<file path="src/logic/wwcd_pkg.sv">
// Purpose: constants for the windowed watchdog configuration decoder
// Assumes: 32-bit classic wishbone, word index times four is the byte address
// Notes:   indices follow the configuration byte numbering
`default_nettype none
package wwcd_pkg;
  // ****************************************
  // register indices
  // ****************************************
  localparam logic [21:0] IDX_MODE_PERIOD = 22'h300004; // watchdog_mode_period_config
  localparam logic [21:0] IDX_CLOCK_WIN   = 22'h300005; // watchdog_clock_window_config
  localparam logic [21:0] IDX_CONTROL     = 22'h300010; // watchdog_control_zero
  localparam logic [21:0] IDX_SOFT_SEL    = 22'h300011; // soft clock and window choice
  localparam logic [21:0] IDX_CLEAR       = 22'h300012; // keyed clear
  localparam logic [21:0] IDX_STATUS      = 22'h300013; // live state, read only
  // ****************************************
  // field positions and fill
  // ****************************************
  localparam int MODE_LSB = 5;
  localparam int CLK_LSB  = 3;
  localparam int PS_LSB   = 1;
  localparam logic [7:0] FILL_MODE_PERIOD = 8'h80; // unimplemented bit 7
  localparam logic [7:0] FILL_CLOCK_WIN   = 8'hc0; // unimplemented bits 7:6
  localparam logic [7:0] BLANK_BYTE       = 8'hff;
  // ****************************************
  // codes
  // ****************************************
  localparam logic [1:0] MODE_OFF   = 2'h0;
  localparam logic [1:0] MODE_SOFT  = 2'h1;
  localparam logic [1:0] MODE_AWAKE = 2'h2;
  localparam logic [1:0] MODE_ON    = 2'h3;
  localparam logic [4:0] PS_MAX_FIXED = 5'h12;
  localparam logic [4:0] PS_SOFT      = 5'h1f;
  localparam logic [4:0] PS_SOFT_DEF  = 5'h0b;
  localparam logic [4:0] PS_FALLBACK  = 5'h00;
  localparam logic [4:0] PS_BASE      = 5'h05;
  localparam logic [2:0] CLK_LFO  = 3'h0;
  localparam logic [2:0] CLK_MFO  = 3'h1;
  localparam logic [2:0] CLK_SECONDARY_OSC = 3'h2;
  localparam logic [2:0] CLK_SOFT = 3'h7;
  localparam logic [2:0] WIN_LAST_FIXED = 3'h5;
  localparam logic [2:0] WIN_SOFT       = 3'h7;
  localparam logic [2:0] WIN_EIGHTHS    = 3'h7;
  localparam logic [7:0] KEY_ARM   = 8'h55;
  localparam logic [7:0] KEY_CLEAR = 8'haa;
  localparam int CNT_W = 24;
endpackage : wwcd_pkg
`default_nettype wire

</file>
<file path="src/logic/wwcd_top.sv">
// Purpose: decode two watchdog configuration bytes and run the windowed watchdog
// Assumes: reference clock ticks are one-cycle enables synchronous to mclk
// Notes:   configuration bytes live on por_n, decoded copies reload at rstn
// Function
// - mode 00 keeps the watchdog off; soft enable does nothing.
// - mode 01 lets the soft enable bit start or stop the watchdog.
// - mode 10 runs while awake, pauses the count in sleep, ignores soft enable.
// - mode 11 runs always, asleep or awake, ignores soft enable.
// - period codes 0 to 18 divide by two to the power five plus code.
// - period code 31 hands period to software, default code 11; others fixed.
// - mode 00 ignores the clock select field for counting; status still reports the decoded clock.
// - clock 000 low, 001 mid, 010 secondary oscillator.
// - clock codes 011 to 110 fall back to the low oscillator.
// - clock code 111 hands the clock choice to software.
// - unimplemented bits of both configuration bytes read as one.
`timescale 1ns/1ps
`default_nettype none
module wwcd_top
  import wwcd_pkg::*;
(
  // clock and resets
  input  wire  logic        mclk,
  input  wire  logic        rstn,
  input  wire  logic        por_n,
  // wishbone slave
  input  wire  logic        wb_cyc_i,
  input  wire  logic        wb_stb_i,
  input  wire  logic        wb_we_i,
  input  wire  logic [23:0] wb_adr_i,
  input  wire  logic [3:0]  wb_sel_i,
  input  wire  logic [31:0] wb_dat_i,
  output var   logic        wb_ack_o,
  output var   logic [31:0] wb_dat_o,
  // reference ticks and power state
  input  wire  logic        low_freq_internal_osc,
  input  wire  logic        mid_freq_internal_osc,
  input  wire  logic        secondary_osc,
  input  wire  logic        sleep,
  // watchdog result
  output var   logic        wdt_timeout
);
  // ****************************************
  // decode helpers
  // ****************************************
  function automatic logic [4:0] fix_ps(input logic [4:0] code);
    fix_ps = (code <= PS_MAX_FIXED) ? code : PS_FALLBACK;
  endfunction : fix_ps

  function automatic logic [2:0] fix_clk(input logic [2:0] code);
    fix_clk = (code == CLK_MFO || code == CLK_SECONDARY_OSC) ? code : CLK_LFO;
  endfunction : fix_clk

  // ****************************************
  // state
  // ****************************************
  logic [6:0]       nv_mp_reg,    nv_mp_next;   // mode and period byte
  logic [5:0]       nv_cw_reg,    nv_cw_next;   // clock and window byte
  logic             load_reg,     load_next;
  logic [1:0]       mode_reg,     mode_next;
  logic [4:0]       ps_cfg_reg,   ps_cfg_next;
  logic [2:0]       clk_cfg_reg,  clk_cfg_next;
  logic [2:0]       win_cfg_reg,  win_cfg_next;
  logic             soft_watchdog_enable_reg, soft_en_next;
  logic [4:0]       watchdog_prescale_soft_reg, ps_soft_next;
  logic [2:0]       clk_soft_reg, clk_soft_next;
  logic [2:0]       win_soft_reg, win_soft_next;
  logic             armed_reg,    armed_next;
  logic [CNT_W-1:0] cnt_reg,      cnt_next;
  logic             tmo_reg,      tmo_next;
  logic             ack_reg,      ack_next;
  logic [31:0]      dat_reg,      dat_next;

  // ****************************************
  // live decode
  // ****************************************
  logic             run;
  logic             tick;
  logic [4:0]       ps_eff;
  logic [2:0]       clk_eff;
  logic [2:0]       win_eff;
  logic [CNT_W-1:0] period;
  logic [CNT_W-1:0] closed;
  logic             win_open;
  logic             wr;
  logic             rd;
  logic [21:0]      idx;
  logic             clr_cmd;

  assign idx = wb_adr_i[23:2];
  assign wr  = wb_cyc_i && wb_stb_i && !ack_reg && wb_we_i && wb_sel_i[0];
  assign rd  = wb_cyc_i && wb_stb_i && !ack_reg && !wb_we_i;

  // effective settings from latched copies and soft fields
  always_comb begin
    unique case (mode_reg)
      MODE_OFF:   run = 1'b0;
      MODE_SOFT:  run = soft_watchdog_enable_reg;
      MODE_AWAKE: run = !sleep;
      default:    run = 1'b1;
    endcase
    ps_eff  = (ps_cfg_reg == PS_SOFT) ? fix_ps(watchdog_prescale_soft_reg)
                                      : fix_ps(ps_cfg_reg);
    clk_eff = (clk_cfg_reg == CLK_SOFT) ? fix_clk(clk_soft_reg)
                                        : fix_clk(clk_cfg_reg);
    win_eff = (win_cfg_reg == WIN_SOFT) ? win_soft_reg : win_cfg_reg;
    unique case (clk_eff)
      CLK_MFO:  tick = mid_freq_internal_osc;
      CLK_SECONDARY_OSC: tick = secondary_osc;
      default:  tick = low_freq_internal_osc;
    endcase
    if (mode_reg == MODE_OFF) begin
      tick = 1'b0;
    end
    period = CNT_W'(1) << (PS_BASE + ps_eff);
    if (win_eff <= WIN_LAST_FIXED) begin
      closed = CNT_W'((period >> 3) * CNT_W'(WIN_EIGHTHS - win_eff));
    end else begin
      closed = '0;
    end
    win_open = (cnt_reg >= closed);
  end

  // ****************************************
  // write strobes and keyed clear
  // ****************************************
  logic             wr_mp;
  logic             wr_cw;
  logic             wr_ctrl;
  logic             wr_ssel;
  logic             wr_clr;

  // one strobe per writable index
  assign wr_mp   = wr && (idx == IDX_MODE_PERIOD);
  assign wr_cw   = wr && (idx == IDX_CLOCK_WIN);
  assign wr_ctrl = wr && (idx == IDX_CONTROL);
  assign wr_ssel = wr && (idx == IDX_SOFT_SEL);
  assign wr_clr  = wr && (idx == IDX_CLEAR);
  // clear taken when armed, or when the window is software owned
  assign clr_cmd = wr_clr && (wb_dat_i[7:0] == KEY_CLEAR)
                   && (armed_reg || (win_cfg_reg == WIN_SOFT));

  // ****************************************
  // next state, one process per group
  // ****************************************
  // configuration bytes follow writes only
  always_comb begin
    nv_mp_next = nv_mp_reg;
    nv_cw_next = nv_cw_reg;
    if (wr_mp) begin
      nv_mp_next = wb_dat_i[6:0];
    end
    if (wr_cw) begin
      nv_cw_next = wb_dat_i[5:0];
    end
  end

  // one-shot copy of configuration after reset release
  always_comb begin
    load_next    = 1'b0;
    mode_next    = mode_reg;
    ps_cfg_next  = ps_cfg_reg;
    clk_cfg_next = clk_cfg_reg;
    win_cfg_next = win_cfg_reg;
    if (load_reg) begin
      mode_next    = nv_mp_reg[6:MODE_LSB];
      ps_cfg_next  = nv_mp_reg[4:0];
      clk_cfg_next = nv_cw_reg[5:CLK_LSB];
      win_cfg_next = nv_cw_reg[2:0];
    end
  end

  // software fields and clear key
  always_comb begin
    soft_en_next  = soft_watchdog_enable_reg;
    ps_soft_next  = watchdog_prescale_soft_reg;
    clk_soft_next = clk_soft_reg;
    win_soft_next = win_soft_reg;
    armed_next    = armed_reg;
    if (wr_ctrl) begin
      soft_en_next = wb_dat_i[0];
      ps_soft_next = wb_dat_i[PS_LSB+4:PS_LSB];
    end
    if (wr_ssel) begin
      clk_soft_next = wb_dat_i[2:0];
      win_soft_next = wb_dat_i[5:3];
    end
    // any other value written here drops the key
    if (wr_clr) begin
      armed_next = (wb_dat_i[7:0] == KEY_ARM);
    end
  end

  // bus answer and read data
  always_comb begin
    ack_next = wb_cyc_i && wb_stb_i && !ack_reg;
    dat_next = '0;
    if (rd) begin
      unique case (idx)
        IDX_MODE_PERIOD: dat_next = {24'h0, FILL_MODE_PERIOD | {1'b0, nv_mp_reg}};
        IDX_CLOCK_WIN:   dat_next = {24'h0, FILL_CLOCK_WIN | {2'b0, nv_cw_reg}};
        IDX_CONTROL:     dat_next = {26'h0, watchdog_prescale_soft_reg,
                                     soft_watchdog_enable_reg};
        IDX_SOFT_SEL:    dat_next = {26'h0, win_soft_reg, clk_soft_reg};
        IDX_STATUS:      dat_next = {20'h0, ps_eff, mode_reg, clk_eff[1:0],
                                     armed_reg, win_open, run};
        default:         dat_next = '0;
      endcase
    end
  end

  // counter, early clear and expiry; clear wins over expiry
  always_comb begin
    cnt_next = cnt_reg;
    tmo_next = 1'b0;
    if (clr_cmd) begin
      cnt_next = '0;
      tmo_next = run && !win_open;
    end else if (run && tick) begin
      if (cnt_reg == period - CNT_W'(1)) begin
        cnt_next = '0;
        tmo_next = 1'b1;
      end else begin
        cnt_next = cnt_reg + CNT_W'(1);
      end
    end
    // paused count keeps its value, stopped count restarts from zero
    if (!run) begin
      cnt_next = (mode_reg == MODE_AWAKE) ? cnt_next : '0;
    end
  end

  // ****************************************
  // nonvolatile bytes, set to blank ones only at power-on
  // ****************************************
  always_ff @(posedge mclk or negedge por_n) begin
    if (!por_n) begin
      nv_mp_reg <= BLANK_BYTE[6:0];
      nv_cw_reg <= BLANK_BYTE[5:0];
    end else begin
      nv_mp_reg <= nv_mp_next;
      nv_cw_reg <= nv_cw_next;
    end
  end

  // ****************************************
  // decoded configuration, stopped while in reset
  // ****************************************
  always_ff @(posedge mclk or negedge rstn) begin
    if (!rstn) begin
      load_reg    <= 1'b1;
      mode_reg    <= MODE_OFF;
      ps_cfg_reg  <= PS_FALLBACK;
      clk_cfg_reg <= CLK_LFO;
      win_cfg_reg <= WIN_SOFT;
    end else begin
      load_reg    <= load_next;
      mode_reg    <= mode_next;
      ps_cfg_reg  <= ps_cfg_next;
      clk_cfg_reg <= clk_cfg_next;
      win_cfg_reg <= win_cfg_next;
    end
  end

  // ****************************************
  // software fields and key
  // ****************************************
  always_ff @(posedge mclk or negedge rstn) begin
    if (!rstn) begin
      soft_watchdog_enable_reg   <= 1'b0;
      watchdog_prescale_soft_reg <= PS_SOFT_DEF;
      clk_soft_reg               <= CLK_LFO;
      win_soft_reg               <= WIN_SOFT;
      armed_reg                  <= 1'b0;
    end else begin
      soft_watchdog_enable_reg   <= soft_en_next;
      watchdog_prescale_soft_reg <= ps_soft_next;
      clk_soft_reg               <= clk_soft_next;
      win_soft_reg               <= win_soft_next;
      armed_reg                  <= armed_next;
    end
  end

  // ****************************************
  // counter and timeout pulse
  // ****************************************
  always_ff @(posedge mclk or negedge rstn) begin
    if (!rstn) begin
      cnt_reg <= '0;
      tmo_reg <= 1'b0;
    end else begin
      cnt_reg <= cnt_next;
      tmo_reg <= tmo_next;
    end
  end

  // ****************************************
  // bus answer
  // ****************************************
  always_ff @(posedge mclk or negedge rstn) begin
    if (!rstn) begin
      ack_reg <= 1'b0;
      dat_reg <= '0;
    end else begin
      ack_reg <= ack_next;
      dat_reg <= dat_next;
    end
  end

  // outputs straight from flops
  assign wb_ack_o    = ack_reg;
  assign wb_dat_o    = dat_reg;
  assign wdt_timeout = tmo_reg;
endmodule : wwcd_top
`default_nettype wire
</file>
<file path="config.mk">
export PLATFORM = sky130hd
export DESIGN_NAME = wwcd_top
export DESIGN_NICKNAME = d
export VERILOG_FILES = /design/src/logic/wwcd_pkg.sv /design/src/logic/wwcd_top.sv
export SDC_FILE = /design/constraint.sdc
export NUM_CORES = 1
export LEC_CHECK = 0
export ABC_AREA = 1
export BUFFER_PORTS_ARGS = -buffer_cell sky130_fd_sc_hd__buf_4
export CAP_MARGIN = 15
export CORE_UTILIZATION = 60
export DETAILED_ROUTE_END_ITERATION = 16
export PLACE_DENSITY = 0.8
export SYNTH_ARGS = -nofsm -noshare
export SYNTH_HDL_FRONTEND = slang
export SYNTH_SLANG_ARGS = --single-unit
</file>
<file path="constraint.sdc">
create_clock -name mclk -period 7.2 [get_ports mclk]
set_input_delay 0.36 -clock mclk [delete_from_list [all_inputs] [get_ports mclk]]
set_output_delay 0.36 -clock mclk [all_outputs]
set_load 0.005 [all_outputs]
</file>
==> impl_metrics.py <==
metrics = {
    "status": {
        "status": "complete, no violations",
    },
    "routing": {
        "drc": 0,
        "vias_per_cell": 5.446,
        "wl_per_cell_um": 14.98,
        "drt_wl_total_um": 21100,
        "num_vias": 7673,
        "ant_nets": 0,
        "dr.first_iter.drc_count": 602,
        "drtPass1Iterations": 5,
    },
    "job": {
        "maxCapViolCount": 0,
    },
    "sta": {
        "finClkSkew_ns": 0.007313,
        "hold_violations": 0,
        "fmax_mhz": 152.8,
        "period_minus_slack_ns": 6.545,
        "finalCritPeriodShare_pct": 90.90,
        "setup_viol": 0,
        "worstMarginPinSlew_ns": 1.091,
        "maxSlewHeadroom_pct": 26.65,
        "drv_slew": 0,
        "grt_setup_unrepaired": "false",
        "fin_setup_tns_ns": 0,
    },
    "floorplanning": {
        "die_area_um2": 14000,
        "core_area_um2": 13240,
        "num_rows": 42,
        "chipHeight_um": 118.3,
        "initial_utilization_pct": 61.30,
        "die_w_um": 118.3,
        "ios": 104,
    },
    "global_route": {
        "grt_pass1_vias": 7163,
        "grt_pass1_wl_um": 34620,
        "grt_max_degree": 66,
        "antenna_found_initial": 0,
        "grt_util_all_layers_pct": 31.37,
        "overflow": 0,
    },
    "setup_path": {
        "rr_worst_depth": 31,
        "path_depth": 31,
        "path_delay_family": "simple AND/OR/NAND/NOR gates",
        "cp_slowest_cell": "dfstp_2",
        "path_common_cell": "nand2_1",
        "cp_num_buf_inv": 3,
        "critPathLaunchType": "register",
        "cp_data_required_time_ns": 7.47,
        "crit_fanout": 17,
        "critPathMaxStageDelay_ns": 0.59,
        "cp-end-kind": "register",
        "crit_type": "reg2reg",
        "crit_arrival_ns": 6.82,
    },
    "yosys": {
        "synth_compound_area_share_pct": 9.587,
        "ys_warn_count": 0,
        "synth_top_family_by_area": "simple AND/OR/NAND/NOR gates",
        "avgSynthCellArea_um2": 6.915,
        "ys_ff_latch": 78,
        "synth_cells": 1174,
        "synthFlopType": "dfrtp_1",
        "synthArstFlopShare_pct": 100.0,
        "synth_edf_count": 0,
        "synthSimpleGateAreaFrac_pct": 34.65,
        "synth_xor_xnor_area_share_pct": 3.237,
        "ys_seq_area_share_pct": 24.40,
        "synthDistinctLibCells": 51,
        "synthMuxAreaShare_pct": 0.6936,
        "netlist_area_um2": 8118,
        "synthAdderAreaFrac_pct": 15.63,
    },
    "clock_tree": {
        "cts_tree": "built",
        "cts_sinks": 78,
        "postCtsHoldBufs": 0,
        "root_buffer": "clkbuf_16",
        "cts_resized": 0,
        "clockBufferDepth": 2,
        "cts_setup_buffers": 0,
        "clk_pin_slew_ns": 0.06,
        "htreeDepth": 3,
        "clk_latency_ns": 0.34,
        "cts_inserted_buffers": 9,
    },
    "layout": {
        "largest_reg_flops": 24,
        "layoutNonFillerInstCount": 1409,
        "finalNetCount": 1388,
        "antenna_cells": 0,
        "syn_to_final_growth_pct": 9.988,
        "n_fill_cell": 1218,
        "drive_gt1_share_pct": 13.95,
    },
    "placed_design": {
        "dp_hpwl_um": 17020,
        "portBuffers": 54,
        "gp_congestion": 0.9690,
        "dp_cells": 1393,
    },
    "pwr": {
        "power.density_nw_per_um2": 108.5,
        "vdd_ir_drop_max_mv": 0.1473,
        "p_leak_nw": 4.609,
    },
    "min_path": {
        "worst_hold_path_type": "in2async",
    },
}
final timing paths:
kind,slack (ns),start,to
max,0.65,watchdog_prescale_soft_reg[1],wb_dat_o[1]
min,0.07,por_n,nv_mp_reg[2]
max reg2reg,0.65,watchdog_prescale_soft_reg[1],wb_dat_o[1]
min reg2reg,0.48,wb_ack_o,wb_ack_o
max in group asynchronous,6.54,rstn,wb_dat_o[11]
min in group mclk,0.28,wb_stb_i,wb_ack_o
area by class of cell:
class                   count  area (um^2)  share of cell area [%]
inverters                 182        683.2                   7.651
clock buffers               9        225.2                   2.522
well taps                 176        220.2                   2.466
multi-input cells         898         5294                   59.29
flip-flops and latches     78         1981                   22.18
clock inverters             7        82.58                  0.9249
repair buffers             59        442.9                   4.961
synthesized netlist by cell type (2+ instances only):
cell | number | area (um^2)
fa_1 | 19 | 380.4
nor2_2 | 8 | 50.05
nor2_1 | 145 | 544.3
nor4_1 | 5 | 31.28
nand3_1 | 67 | 335.3
xnor2_1 | 4 | 35.03
o22ai_1 | 2 | 12.51
a31oi_1 | 6 | 37.54
nand3b_1 | 7 | 52.55
nand3_2 | 7 | 70.07
nand3_4 | 2 | 35.03
dfrtp_1 | 55 | 1376
nand2_4 | 4 | 45.04
o21ai_0 | 61 | 305.3
o211ai_1 | 3 | 22.52
nand2_1 | 274 | 1028
o21bai_1 | 2 | 15.01
xor2_1 | 26 | 227.7
nand4_1 | 27 | 168.9
a21boi_0 | 2 | 15.01
buf_4 | 22 | 165.2
dfstp_2 | 23 | 604.3
buf_6 | 3 | 33.78
conb_1 | 2 | 7.510
a211oi_1 | 2 | 15.01
nand4_2 | 9 | 112.6
nor2_4 | 5 | 56.30
or2_2 | 18 | 112.6
a21oi_1 | 45 | 225.2
inv_1 | 174 | 653.1
ha_1 | 71 | 888.4
inv_2 | 7 | 26.28
nand2_2 | 5 | 31.28
o41ai_1 | 2 | 17.52
clkbuf_1 | 17 | 63.81
mux2_2 | 5 | 56.30
nor3_1 | 17 | 85.08
nor3b_1 | 3 | 22.52
a221oi_1 | 6 | 52.55
where the power goes:
part           switching, W  internal (W)
combinational     0.0000356     0.0000276
clock              0.000190      0.000273
sequential       0.00000220      0.000440
total              0.000228      0.000740
metal layers:
| layer | global-route usage, % | vias to the layer above | routed length (um) |
|---|---|---|---|
| li1 | - | 3853 | - |
| met1 | 42.15 | 3554 | 9395 |
| met2 | 51.58 | 225 | 9925 |
| met3 | 4.730 | 41 | 1341 |
| met4 | 10.66 | 0 | 442 |
| met5 | 0 | - | 0 |
cells in the final DEF (no fill, tap or decap), types with 6 or more instances in the layout:
master,synthesis,routed
xor2_1,26,26
conb_1,2,29
clkbuf_16,0,9
nand2_1,274,274
inv_2,7,7
or2_2,18,18
dfstp_2,23,23
a221oi_1,6,6
nor3_1,17,17
nand4_1,27,27
nand3_2,7,7
nand3b_1,7,7
nand4_2,9,9
dfrtp_1,55,55
nor2_1,145,145
fa_1,19,19
buf_4,22,59
o21ai_0,61,61
ha_1,71,71
inv_1,174,174
nand3_1,67,67
nor2_2,8,8
a21oi_1,45,45
metrics by stage:
stage	instance area, um^2	hold WS (ns)	setup WS (ns)	total power [W]	utilization, %
2_1_floorplan	8219	0.06441	2.118	0.0004863	-
3_3_place_gp	8621	0.4428	0.8579	0.0005105	65.10
3_5_place_dp	8621	0.4434	0.7294	0.0005116	65.10
4_1_cts	8929	0.07779	0.7026	0.0009725	67.42
5_1_grt	8929	0.08586	0.2910	0.001004	67.42
6_report	8929	0.06678	0.6550	0.0009684	67.42
cells by family (layout without fill, tap and decap cells):
group / after synthesis / after routing
mux: 5 / 5
fa+ha+maj: 90 / 90
compound gates: 137 / 137
flops: 78 / 78
buf+inv: 225 / 257
other cells: 2 / 29
simple gates: 607 / 607
xor+xnor: 30 / 30
No activity file was read; power rests on OpenSTA's default activity.
